[config.mk]
export PLATFORM = sky130hd
export DESIGN_NAME = hsw_seq
export DESIGN_NICKNAME = d
export VERILOG_FILES = /design/src/hsw_pkg.sv /design/src/hsw_cnt_if.sv /design/src/hsw_persist.sv /design/src/hsw_seq.sv
export VERILOG_INCLUDE_DIRS = /design/src
export SDC_FILE = /design/constraint.sdc
export NUM_CORES = 1
export LEC_CHECK = 0
export CORE_MARGIN = 1
export CORE_UTILIZATION = 50
export CTS_BUF_LIST = sky130_fd_sc_hd__clkbuf_4
export DETAILED_ROUTE_END_ITERATION = 10
export DONT_BUFFER_PORTS = 1
export PLACE_DENSITY_LB_ADDON = 0.25
export SYNTH_ARGS = -nofsm -noshare
export SYNTH_HDL_FRONTEND = slang
export SYNTH_SLANG_ARGS = --single-unit
[constraint.sdc]
create_clock -name pclk -period 13.2 [get_ports pclk]
set_input_delay 0.66 -clock pclk [delete_from_list [all_inputs] [get_ports pclk]]
set_output_delay 0.66 -clock pclk [all_outputs]
set_load 0.02 [all_outputs]
[src/hsw_defines.svh]
// timing, address and field constants of the hot-swap sequencer
`ifndef HSW_DEFINES_SVH
`define HSW_DEFINES_SVH
`define HSW_CLK_MHZ        200
`define HSW_TICK_CYC       (`HSW_CLK_MHZ)
`define HSW_T_UVLO_US      37500
`define HSW_T_START_US     9000
`define HSW_T_POWER_GOOD_N_US     750
`define HSW_T_CLEAR_US     100
`define HSW_T_SLOW_MIN_US  100
`define HSW_T_SLOW_MAX_US  3000
`define HSW_T_GLITCH_US    20
`define HSW_T_FAST_NS      260
`define HSW_FAST_CYC       ((`HSW_T_FAST_NS * `HSW_CLK_MHZ) / 1000)
`define HSW_RETRY_PERIODS  64
`define HSW_ADDR_CTRL      12'h000
`define HSW_ADDR_START     12'h004
`define HSW_ADDR_STATUS    12'h008
`define HSW_ADDR_EVENT     12'h00C
`define HSW_CTRL_RETRY     0
`define HSW_CTRL_MONITOR   1
`define HSW_CTRL_RST       2'h0
`define HSW_EV_RST         4'h0
`endif

[src/hsw_pkg.sv]
// types of the hot-swap sequencer
package hsw_pkg;
   typedef enum logic [2:0] {
      ST_LOCK  = 3'b000,
      ST_WAIT  = 3'b001,
      ST_START = 3'b010,
      ST_PGDLY = 3'b011,
      ST_RUN   = 3'b100,
      ST_FAULT = 3'b101,
      ST_RETRY = 3'b110
   } hsw_state_t;
   typedef struct packed {
      logic [1:0] sup;
      logic [1:0] on;
      logic [1:0] slow;
      logic [1:0] big;
      logic [1:0] fast;
      logic [1:0] win;
      logic [1:0] pg;
      logic       tim_float;
   } hsw_pins_t;
endpackage

[src/hsw_cnt_if.sv]
// persistence counter carrier
`timescale 1ns/1ps
`default_nettype none
interface hsw_cnt_if;
   logic        tick;
   logic        level;
   logic [15:0] limit;
   logic        hit;
   modport drv (output tick, output level, output limit, input hit);
   modport cnt (input tick, input level, input limit, output hit);
endinterface
`default_nettype wire

[src/hsw_persist.sv]
// flags a level that has held for limit microsecond ticks
`timescale 1ns/1ps
`default_nettype none
module hsw_persist (
   // clock and reset
   input  wire logic pclk,
   input  wire logic presetn,
   // counter carrier
   hsw_cnt_if.cnt    cif
);
   logic [15:0] cnt_r;

   always_ff @(posedge pclk or negedge presetn) begin
      if (!presetn) begin
         cnt_r <= 16'h0000;
      end else if (!cif.level) begin
         cnt_r <= 16'h0000;
      end else if (cif.tick && cnt_r != cif.limit) begin
         cnt_r <= cnt_r + 16'h0001;
      end
   end

   assign cif.hit = cif.level && (cnt_r == cif.limit);
endmodule // hsw_persist
`default_nettype wire

[src/hsw_seq.sv]
// dual-channel hot-swap sequencing and fault state machine
// Functional notes
// - startup waits until a supply held above lockout for the lockout delay
// - startup also needs both enables high and no latch or retry wait
// - floating timer pin gives 9 ms startup, else programmed up to 65535 us
// - slow overcurrent comparator is ignored during startup
// - fast trip in startup only regulates the gate, never faults
// - power-good releases 0.75 ms after startup ends if fault-free
// - sustained slow trip faults, 3 ms small down to 100 us large overdrive
// - fast trip in normal operation faults within 260 ns
// - any overcurrent drops both power-goods and discharges both gates
// - window fault: protect shuts both, monitor drops only its power-good
// - monitor variant power-good returns once the window fault clears
// - latched fault clears only by enable low or supply cycle of 100 us
// - autoretry restarts after 64 startup periods
// - enable low during retry wait neither clears nor shortens it
// - supply cycle across lockout overrides retry, startup begins at once
// - both supplies below lockout restarts lockout delay then startup
// - power-good low in startup, enable low, channel off or fault
// - each channel enabled only while its enable input is high
// - window monitoring only after the startup period
// - window violations shorter than 20 us are ignored
`timescale 1ns/1ps
`default_nettype none
`include "hsw_defines.svh"
module hsw_seq import hsw_pkg::*; #(
   parameter logic [15:0] UVLO_US     = 16'(`HSW_T_UVLO_US),
   parameter logic [15:0] START_US    = 16'(`HSW_T_START_US),
   parameter logic [15:0] POWER_GOOD_N_US    = 16'(`HSW_T_POWER_GOOD_N_US),
   parameter logic [15:0] CLEAR_US    = 16'(`HSW_T_CLEAR_US),
   parameter logic [15:0] SLOW_MIN_US = 16'(`HSW_T_SLOW_MIN_US),
   parameter logic [15:0] SLOW_MAX_US = 16'(`HSW_T_SLOW_MAX_US)
) (
   // clock and reset
   input  wire logic        pclk,
   input  wire logic        presetn,
   // apb slave
   input  wire logic [11:0] paddr,
   input  wire logic        psel,
   input  wire logic        penable,
   input  wire logic        pwrite,
   input  wire logic [31:0] pwdata,
   output logic      [31:0] prdata,
   output logic             pready,
   output logic             pslverr,
   // supply and enable comparators
   input  wire logic        supply_in_ch1,
   input  wire logic        supply_in_ch2,
   input  wire logic        chan1_enable_in,
   input  wire logic        chan2_enable_in,
   input  wire logic        startup_time_set,
   // current and window comparators
   input  wire logic        slow_trip_ch1,
   input  wire logic        slow_trip_ch2,
   input  wire logic        slow_big_ch1,
   input  wire logic        slow_big_ch2,
   input  wire logic        fast_trip_ch1,
   input  wire logic        fast_trip_ch2,
   input  wire logic        output_window_ch1,
   input  wire logic        output_window_ch2,
   // gate control
   output logic             gate_drive_ch1,
   output logic             gate_drive_ch2,
   output logic             gate_limit_ch1,
   output logic             gate_limit_ch2,
   output logic             gate_discharge,
   // open-drain power-good pins
   input  wire logic        power_good_ch1_in,
   input  wire logic        power_good_ch2_in,
   output logic             power_good_ch1_out,
   output logic             power_good_ch1_oe,
   output logic             power_good_ch2_out,
   output logic             power_good_ch2_oe
);
   hsw_pins_t  pins;
   hsw_pins_t  s1_r;
   hsw_pins_t  s;
   hsw_state_t state_r;
   hsw_state_t state_nxt;
   logic [7:0]  div_r;
   logic        tick;
   logic [15:0] uv_cnt_r;
   logic        uv_done;
   logic        both_low;
   logic [15:0] lo_cnt_r [4];
   logic [3:0]  lvl;
   logic [3:0]  cyc_ev;
   logic        on_cyc;
   logic        sup_cyc;
   logic        all_on;
   logic [15:0] tmr_r;
   logic [15:0] lim;
   logic [15:0] start_len;
   logic        tdone;
   logic [5:0]  per_r;
   logic        norm;
   logic        gate_st;
   logic        flt;
   logic [1:0]  oc;
   logic [1:0]  win_hit;
   logic [1:0]  gate_r;
   logic [1:0]  lim_r;
   logic        dis_r;
   logic [1:0]  pg_rel_r;
   logic [1:0]  ctrl_r;
   logic [15:0] start_r;
   logic [3:0]  ev_r;
   logic [31:0] prdata_r;
   logic [31:0] rd_nxt;
   logic        amap;
   logic        wr;

   // pin synchroniser
   assign pins = '{sup: {supply_in_ch2, supply_in_ch1},
                   on: {chan2_enable_in, chan1_enable_in},
                   slow: {slow_trip_ch2, slow_trip_ch1},
                   big: {slow_big_ch2, slow_big_ch1},
                   fast: {fast_trip_ch2, fast_trip_ch1},
                   win: {output_window_ch2, output_window_ch1},
                   pg: {power_good_ch2_in, power_good_ch1_in},
                   tim_float: startup_time_set};

   always_ff @(posedge pclk or negedge presetn) begin
      if (!presetn) begin
         s1_r <= '0;
         s    <= '0;
      end else begin
         s1_r <= pins;
         s    <= s1_r;
      end
   end

   // microsecond time base
   assign tick = (div_r == 8'(`HSW_TICK_CYC - 1));

   always_ff @(posedge pclk or negedge presetn) begin
      if (!presetn) begin
         div_r <= 8'h00;
      end else if (tick) begin
         div_r <= 8'h00;
      end else begin
         div_r <= div_r + 8'h01;
      end
   end

   // lockout delay
   assign both_low = ~|s.sup;
   assign uv_done  = (uv_cnt_r == UVLO_US);

   always_ff @(posedge pclk or negedge presetn) begin
      if (!presetn) begin
         uv_cnt_r <= 16'h0000;
      end else if (both_low) begin
         uv_cnt_r <= 16'h0000;
      end else if (tick && !uv_done) begin
         uv_cnt_r <= uv_cnt_r + 16'h0001;
      end
   end

   // long-low then high detectors for enables and supplies
   assign lvl = {s.on, s.sup};

   always_ff @(posedge pclk or negedge presetn) begin
      if (!presetn) begin
         for (int i = 0; i < 4; i++) begin
            lo_cnt_r[i] <= 16'h0000;
         end
      end else begin
         for (int i = 0; i < 4; i++) begin
            if (lvl[i]) begin
               lo_cnt_r[i] <= 16'h0000;
            end else if (tick && lo_cnt_r[i] != CLEAR_US) begin
               lo_cnt_r[i] <= lo_cnt_r[i] + 16'h0001;
            end
         end
      end
   end

   for (genvar i = 0; i < 4; i++) begin : g_cyc
      assign cyc_ev[i] = lvl[i] && (lo_cnt_r[i] == CLEAR_US);
   end

   assign on_cyc  = |cyc_ev[3:2];
   assign sup_cyc = |cyc_ev[1:0];
   assign all_on  = &s.on;

   // overcurrent and window detection per channel
   assign norm = (state_r == ST_PGDLY) || (state_r == ST_RUN);

   for (genvar c = 0; c < 2; c++) begin : g_ch
      hsw_cnt_if slo ();
      hsw_cnt_if sbig ();
      hsw_cnt_if win ();
      assign slo.tick   = tick;
      assign slo.level  = norm && s.slow[c];
      assign slo.limit  = SLOW_MAX_US;
      assign sbig.tick  = tick;
      assign sbig.level = norm && s.big[c];
      assign sbig.limit = SLOW_MIN_US;
      assign win.tick   = tick;
      assign win.level  = norm && s.win[c];
      assign win.limit  = 16'(`HSW_T_GLITCH_US);
      hsw_persist u_slo (.pclk(pclk), .presetn(presetn), .cif(slo));
      hsw_persist u_big (.pclk(pclk), .presetn(presetn), .cif(sbig));
      hsw_persist u_win (.pclk(pclk), .presetn(presetn), .cif(win));
      assign oc[c] = slo.hit || sbig.hit || (norm && s.fast[c]);
      assign win_hit[c] = win.hit;
   end

   assign flt = (|oc) || (!ctrl_r[`HSW_CTRL_MONITOR] && (|win_hit));

   // period select and timer end
   assign start_len = !s.tim_float ?
                      ((start_r == 16'h0000) ? 16'h0001 : start_r) :
                      START_US;

   always_comb begin
      case (state_r)
         ST_PGDLY: lim = POWER_GOOD_N_US;
         default:  lim = start_len;
      endcase
   end

   assign tdone = tick && (tmr_r == lim - 16'h0001);

   // sequencing state machine
   always_comb begin
      state_nxt = state_r;
      if (both_low) begin
         state_nxt = ST_LOCK;
      end else begin
         case (state_r)
            ST_LOCK: begin
               if (uv_done) state_nxt = ST_WAIT;
            end
            ST_WAIT: begin
               if (all_on) state_nxt = ST_START;
            end
            ST_START: begin
               if (!all_on) state_nxt = ST_WAIT;
               else if (tdone) state_nxt = ST_PGDLY;
            end
            ST_PGDLY, ST_RUN: begin
               if (flt) begin
                  state_nxt = ctrl_r[`HSW_CTRL_RETRY] ? ST_RETRY : ST_FAULT;
               end else if (state_r == ST_PGDLY && tdone) begin
                  state_nxt = ST_RUN;
               end
            end
            ST_FAULT: begin
               if (on_cyc || sup_cyc) state_nxt = ST_WAIT;
            end
            ST_RETRY: begin
               if (sup_cyc) begin
                  state_nxt = (all_on && uv_done) ? ST_START : ST_WAIT;
               end else if (tdone &&
                            per_r == 6'(`HSW_RETRY_PERIODS - 1)) begin
                  state_nxt = ST_WAIT;
               end
            end
            default: state_nxt = ST_LOCK;
         endcase
      end
   end

   always_ff @(posedge pclk or negedge presetn) begin
      if (!presetn) begin
         state_r <= ST_LOCK;
      end else begin
         state_r <= state_nxt;
      end
   end

   always_ff @(posedge pclk or negedge presetn) begin
      if (!presetn) begin
         tmr_r <= 16'h0000;
      end else if (state_nxt != state_r || tdone) begin
         tmr_r <= 16'h0000;
      end else if (tick) begin
         tmr_r <= tmr_r + 16'h0001;
      end
   end

   always_ff @(posedge pclk or negedge presetn) begin
      if (!presetn) begin
         per_r <= 6'h00;
      end else if (state_r != ST_RETRY) begin
         per_r <= 6'h00;
      end else if (tdone) begin
         per_r <= per_r + 6'h01;
      end
   end

   // gate and power-good outputs
   assign gate_st = (state_r == ST_START) || norm;

   always_ff @(posedge pclk or negedge presetn) begin
      if (!presetn) begin
         gate_r   <= 2'h0;
         lim_r    <= 2'h0;
         dis_r    <= 1'b0;
         pg_rel_r <= 2'h0;
      end else begin
         gate_r   <= {2{gate_st && !flt}} & s.on;
         lim_r    <= {2{state_r == ST_START}} & s.fast & s.on;
         dis_r    <= (state_r == ST_FAULT) || (state_r == ST_RETRY) ||
                     (norm && flt);
         pg_rel_r <= {2{state_r == ST_RUN && !flt}} & s.on &
                     ~win_hit;
      end
   end

   assign gate_drive_ch1     = gate_r[0];
   assign gate_drive_ch2     = gate_r[1];
   assign gate_limit_ch1     = lim_r[0];
   assign gate_limit_ch2     = lim_r[1];
   assign gate_discharge     = dis_r;
   assign power_good_ch1_out = 1'b0;
   assign power_good_ch2_out = 1'b0;
   assign power_good_ch1_oe  = !pg_rel_r[0];
   assign power_good_ch2_oe  = !pg_rel_r[1];

   // apb register file
   assign amap = (paddr == `HSW_ADDR_CTRL) || (paddr == `HSW_ADDR_START) ||
                 (paddr == `HSW_ADDR_STATUS) || (paddr == `HSW_ADDR_EVENT);
   assign wr      = psel && penable && pwrite && amap;
   assign pready  = 1'b1;
   assign pslverr = psel && penable && !amap;
   assign prdata  = prdata_r;

   always_comb begin
      case (paddr)
         `HSW_ADDR_CTRL:   rd_nxt = 32'(ctrl_r);
         `HSW_ADDR_START:  rd_nxt = 32'(start_r);
         `HSW_ADDR_STATUS: rd_nxt = 32'({s.pg, win_hit, dis_r, pg_rel_r,
                                         lim_r, gate_r, state_r});
         `HSW_ADDR_EVENT:  rd_nxt = 32'(ev_r);
         default:          rd_nxt = 32'h0000_0000;
      endcase
   end

   always_ff @(posedge pclk or negedge presetn) begin
      if (!presetn) begin
         prdata_r <= 32'h0000_0000;
      end else if (psel && !penable) begin
         prdata_r <= rd_nxt;
      end
   end

   always_ff @(posedge pclk or negedge presetn) begin
      if (!presetn) begin
         ctrl_r  <= `HSW_CTRL_RST;
         start_r <= 16'(`HSW_T_START_US);
      end else if (wr && paddr == `HSW_ADDR_CTRL) begin
         ctrl_r <= pwdata[1:0];
      end else if (wr && paddr == `HSW_ADDR_START) begin
         start_r <= pwdata[15:0];
      end
   end

   // sticky events, set wins over write-one-to-clear
   always_ff @(posedge pclk or negedge presetn) begin
      if (!presetn) begin
         ev_r <= `HSW_EV_RST;
      end else begin
         ev_r <= (ev_r & ~({4{wr && paddr == `HSW_ADDR_EVENT}} &
                  pwdata[3:0])) | {win_hit, oc};
      end
   end
endmodule // hsw_seq
`default_nettype wire

==> results.md <==
- The detailed router put a total of around 14,000 µm of wire on met1.
- The via count is 11.2k.
- Among all cell types in the netlist, the one instantiated most often is sky130_fd_sc_hd__dfrtp_1.
- The length of routed met2 wiring is ~14,000 µm.
- After synthesis the netlist holds a flip-flop and latch count of 284.
- The internal portion of the total power is 1.28 mW.
- The maximum clock frequency is 0.201 GHz.
- For this run, the leading register cell type out of synthesis is sky130_fd_sc_hd__dfrtp_1.
- The CTS tree is yes.
- The family with the most delay on the worst path is simple AND/OR/NAND/NOR gates.
- The die area is between 0.03 and 0.04 mm².
- The pre-antenna-repair detailed-routing pass consisted of 5 iterations.
- During I/O placement, the number of pins put on the boundary was around 110.
- For the worst-skew pair, the clock arrives at the later sink with an insertion delay of around 0.73 ns.
- The register area share after synthesis is 0.483.
- The number of buffers and inverters on the critical path is 0.
- The number of endpoints with negative hold slack in the final report is 0.
- The initial antenna violation count was 2.
- After floorplanning, the core was divided into between 60 and 70 placement rows.
- After routing the design area is 0.0161 mm².
- The sum of overflow across all layers after global routing is 0.
- The count of distinct cell types in the synthesized netlist is 82.
- The post-detailed-route wirelength per cell is 15.3 µm.
- STA classifies the critical path startpoint as a flop.
- The number of global-route vias before repair was around 11k.
- Detailed placement ended at an HPWL of 20,100 µm.
- Clock-pin slew was measured on the worst setup and hold paths at 0.06 ns.
- The global-route wire length before repair is around 52,000 µm.
- Once layout is complete, the utilization of the core stands at 0.559.
- In the final layout, flip-flops and latches occupy about 0.0071 mm².
- For this design the ratio of total power to cell area is 105 mW/mm².
- The share of the synthesized area in the top cell type is 0.474.
- Counting the fill cells in the layout gives 2,583.
- The required time of the critical path is 13.85 ns.
- The overall track demand over capacity in global routing is 0.210.
- The final period demand of the worst path is between 4 and 5 ns.
- The total negative slack is 0 ns.
- Headroom to the max-slew limit came out at 0.238.
- The highest metal layer carrying signal wires in the routed design is met4.
- The mean instance size in the synthesized netlist is 9.67 µm².
- After synthesis the cells add up to around 0.015 mm².
- The layout overhead on the synthesized area is 9.66%.
- The detail-routed via count per cell is approximately 5.6.
- Summing all placed instances gives a cell area of approximately 0.015 mm².
- The starting density of the core is 0.510.
- The tree is rooted in a sky130_fd_sc_hd__clkbuf_4.
- The run finished with clean final reports.
- The maximum buffer depth of the clock tree is 3.
- The total of buffers placed on input and output ports is 0.
- The post-synthesis async set-or-reset flop share is 1.00.
- The remaining design rule violation count is 0.
- The tightest min-delay check is of the primary input to flop type.
- At the worst endpoint, the arrival time is between 5 and 6 ns.
- The net switching power is 406 µW.
- For the pin with the worst max-slew slack, the measured transition is roughly 1.1 ns.
- sky130_fd_sc_hd__dfrtp_1 takes more of the synthesized area than any other cell.
- Counting flops with a built-in enable in the synthesized netlist gives 0.
- Dividing the final minimum period by the clock period gives 0.377.
- The switching power share of the total is 0.241.
- The die is 174 µm wide.
- By area the synthesized netlist is led by sky130_fd_sc_hd__dfrtp_1 (47%), sky130_fd_sc_hd__xor2_1 (7.6%), sky130_fd_sc_hd__nor2_1 (5.4%), sky130_fd_sc_hd__nand2_1 (3.5%), sky130_fd_sc_hd__xnor2_1 (2.6%).
- The final setup skew is 0.0665 ns.
- The tree built by TritonCTS fans out to 284 sinks.
- The max capacitance violation total is 0.
- Setup violations remaining at the end of the flow were counted as 0.
- The type of element capturing the critical path is a flop.
- The detail route stage leaves a number of antenna-violating nets equal to 0.
- The gate count after technology mapping is about 1.5k.
- The signal on the critical path passes through or4_1, nor4_4, a21oi_1, nand2b_1, ha_1, xor2_1, nand2_1, a2111o_1, or4bb_1, nor4_1, nand3_1, nor4_2, nor3_2, nor3_4, o211a_1.
- The maximum number of pins on one net before global-route repair is 285.
- The count of warnings emitted by yosys is 0.
- After the first detailed-routing iteration, the DRC count stood at 892.
- The critical path class is flop to flop.
- The floorplan step defined a core boundary enclosing 0.0289 mm².
- The floorplan step set the die height to 174 µm.
- Including well taps, the total number of placed cells is 1,858.
- The analysis attributes to cell leakage a power of 7.03 nW.
- The worst-path maximum fanout is 16.
- The highest-delay cell along the critical path is sky130_fd_sc_hd__or4_1.
- The highest ir drop seen on vdd is 0.0666 mV.
- In this design, the stage delay of the slowest critical-path cell is roughly 0.65 ns.
- The sum of routed wire length over all layers is ~31,000 µm.
- Setup repair after global routing left no endpoint under its margin.
- At the end of the flow, the number of nets in the layout was ~1.7k.
- Leaving out filler cells and counting taps, the final layout contains about 2k.
- The register-to-register setup slack is 8.22 ns.
- The number of max-slew violations in the final report was 0.
- In the final layout, the share of cells above drive strength 1 is 0.110.
- The total length of routed met3 wires is about 1600 µm.
- The share of total power dissipated in the clock network is 0.454.
- The area occupied by multi-input gates is between 0.007 and 0.008 mm².
- In the synthesized netlist, the cells that appear most often are sky130_fd_sc_hd__dfrtp_1 (279), sky130_fd_sc_hd__nor2_1 (211), sky130_fd_sc_hd__nand2_1 (137).
- At the end of routability-driven placement, the weighted congestion stood at 0.863.
- The sequential share of power is 0.522.
- The CTS H-tree depth is 3.
- TritonCTS created between 70 and 80 clock buffers.
- The part of the total power dissipated in combinational logic is 0.024.
- In this run, post-CTS repair resized a total of 0 instances.
-- layout make-up --
class,instances,share of cell area
Inverter,44,0.0102
Tap cell,384,0.0298
Clock buffer,114,0.0530
Sequential cell,284,0.441
Antenna cell,1,0.000155
Clock inverter,24,0.00721
Multi-Input combinational cell,1137,0.441
Timing Repair Buffer,27,0.0175
-- kinds of logic after synthesis --
group                      share of synthesized area
and+or+nand+nor                                0.235
adders and majority gates                     0.0221
buffers and inverters                         0.0370
DFF                                            0.483
muxes                                         0.0258
xor gates and xnor gates                       0.103
other                                       0.000510
AOI/OAI and AO/OA                             0.0928
-- flip-flops by register name, summed over array words and instances (netlist names), 8 cells and up --
| name | flops |
|---|---|
| start_r | 16 |
| div_r | 8 |
| g_ch.u_big.cnt_r | 32 |
| tmr_r | 16 |
| lo_cnt_r | 64 |
| g_ch.u_win.cnt_r | 32 |
| g_ch.u_slo.cnt_r | 32 |
| prdata | 16 |
| s1_r | 15 |
| uv_cnt_r | 16 |
| s | 11 |
-- power by group through the flow --
| stage | clock (mW) | combinational [mW] | sequential, mW |
|---|---|---|---|
| detailed placement | 0 | 0.0186 | 0.898 |
| CTS | 0.797 | 0.0404 | 0.882 |
| floorplan | 0 | 0.0241 | 0.893 |
| global placement | 0 | 0.0184 | 0.898 |
| finish | 0.767 | 0.0407 | 0.882 |
| global route | 0.842 | 0.0465 | 0.882 |
-- metal layers --
layer | vias to the layer above | global-route usage
met5 | - | 0
met4 | 0 | 0.0680
met3 | 57 | 0.0487
met2 | 284 | 0.333
met1 | 5439 | 0.284
li1 | 5458 | -
-- repair_timing --
item | 4_1_cts | 5_1_grt
hold buffers | 16 | 1
buffers inserted | 0 | 0
endpoints found under the hold margin | 299 | 96
-- path summary, 6_finish.rpt --
path,from,endpoint,depth (start not counted)
min in group asynchronous,presetn,s[2]$_DFF_PN0_,2
max reg2reg,start_r[14]$_DFFE_PN0P_,tmr_r[14]$_DFFE_PN0P_,15
max,start_r[14]$_DFFE_PN0P_,tmr_r[14]$_DFFE_PN0P_,15
max in group asynchronous,presetn,lvl[3]$_DFF_PN0_,3
min,pwdata[0],ctrl_r[0]$_DFFE_PN0P_,1
min reg2reg,s1_r[14]$_DFF_PN0_,lvl[1]$_DFF_PN0_,0
-- placed cells by master (no fill, tap or decap), types with 7 or more instances in the layout --
| cell | n |
|---|---|
| sky130_fd_sc_hd__dfrtp_1 | 279 |
| sky130_fd_sc_hd__nor2_1 | 211 |
| sky130_fd_sc_hd__nand2_1 | 137 |
| sky130_fd_sc_hd__xor2_1 | 128 |
| sky130_fd_sc_hd__clkbuf_4 | 114 |
| sky130_fd_sc_hd__o21ai_0 | 67 |
| sky130_fd_sc_hd__nand3_1 | 57 |
| sky130_fd_sc_hd__nand4_1 | 53 |
| sky130_fd_sc_hd__a21oi_1 | 46 |
| sky130_fd_sc_hd__xnor2_1 | 44 |
| sky130_fd_sc_hd__inv_1 | 43 |
| sky130_fd_sc_hd__and3_1 | 36 |
| sky130_fd_sc_hd__or3_1 | 35 |
| sky130_fd_sc_hd__nor3_1 | 32 |
| sky130_fd_sc_hd__ha_1 | 26 |
| sky130_fd_sc_hd__mux2_2 | 21 |
| sky130_fd_sc_hd__o211a_1 | 20 |
| sky130_fd_sc_hd__conb_1 | 19 |
| sky130_fd_sc_hd__nor4_1 | 16 |
| sky130_fd_sc_hd__dlygate4sd3_1 | 16 |
| sky130_fd_sc_hd__a22oi_1 | 15 |
| sky130_fd_sc_hd__clkinv_1 | 15 |
| sky130_fd_sc_hd__nor4b_1 | 14 |
| sky130_fd_sc_hd__mux2i_1 | 12 |
| sky130_fd_sc_hd__or4_1 | 11 |
| sky130_fd_sc_hd__buf_4 | 9 |
| sky130_fd_sc_hd__nor3b_1 | 8 |
| sky130_fd_sc_hd__nor2b_1 | 8 |
| sky130_fd_sc_hd__and2_1 | 8 |
| sky130_fd_sc_hd__nand2b_1 | 7 |
| sky130_fd_sc_hd__o21ai_1 | 7 |
| sky130_fd_sc_hd__and4_1 | 7 |
-- through the flow --
step | power, mW | worst slack, ns | hold slack, ns
floorplan | 0.917 | 8.85 | 0.331
global placement | 0.916 | 8.23 | 0.332
detailed placement | 0.917 | 8.24 | 0.335
CTS | 1.72 | 8.22 | 0.0271
global route | 1.77 | 7.90 | 0.0151
finish | 1.69 | 8.22 | 0.106
(Power assumes the default switching activity.)
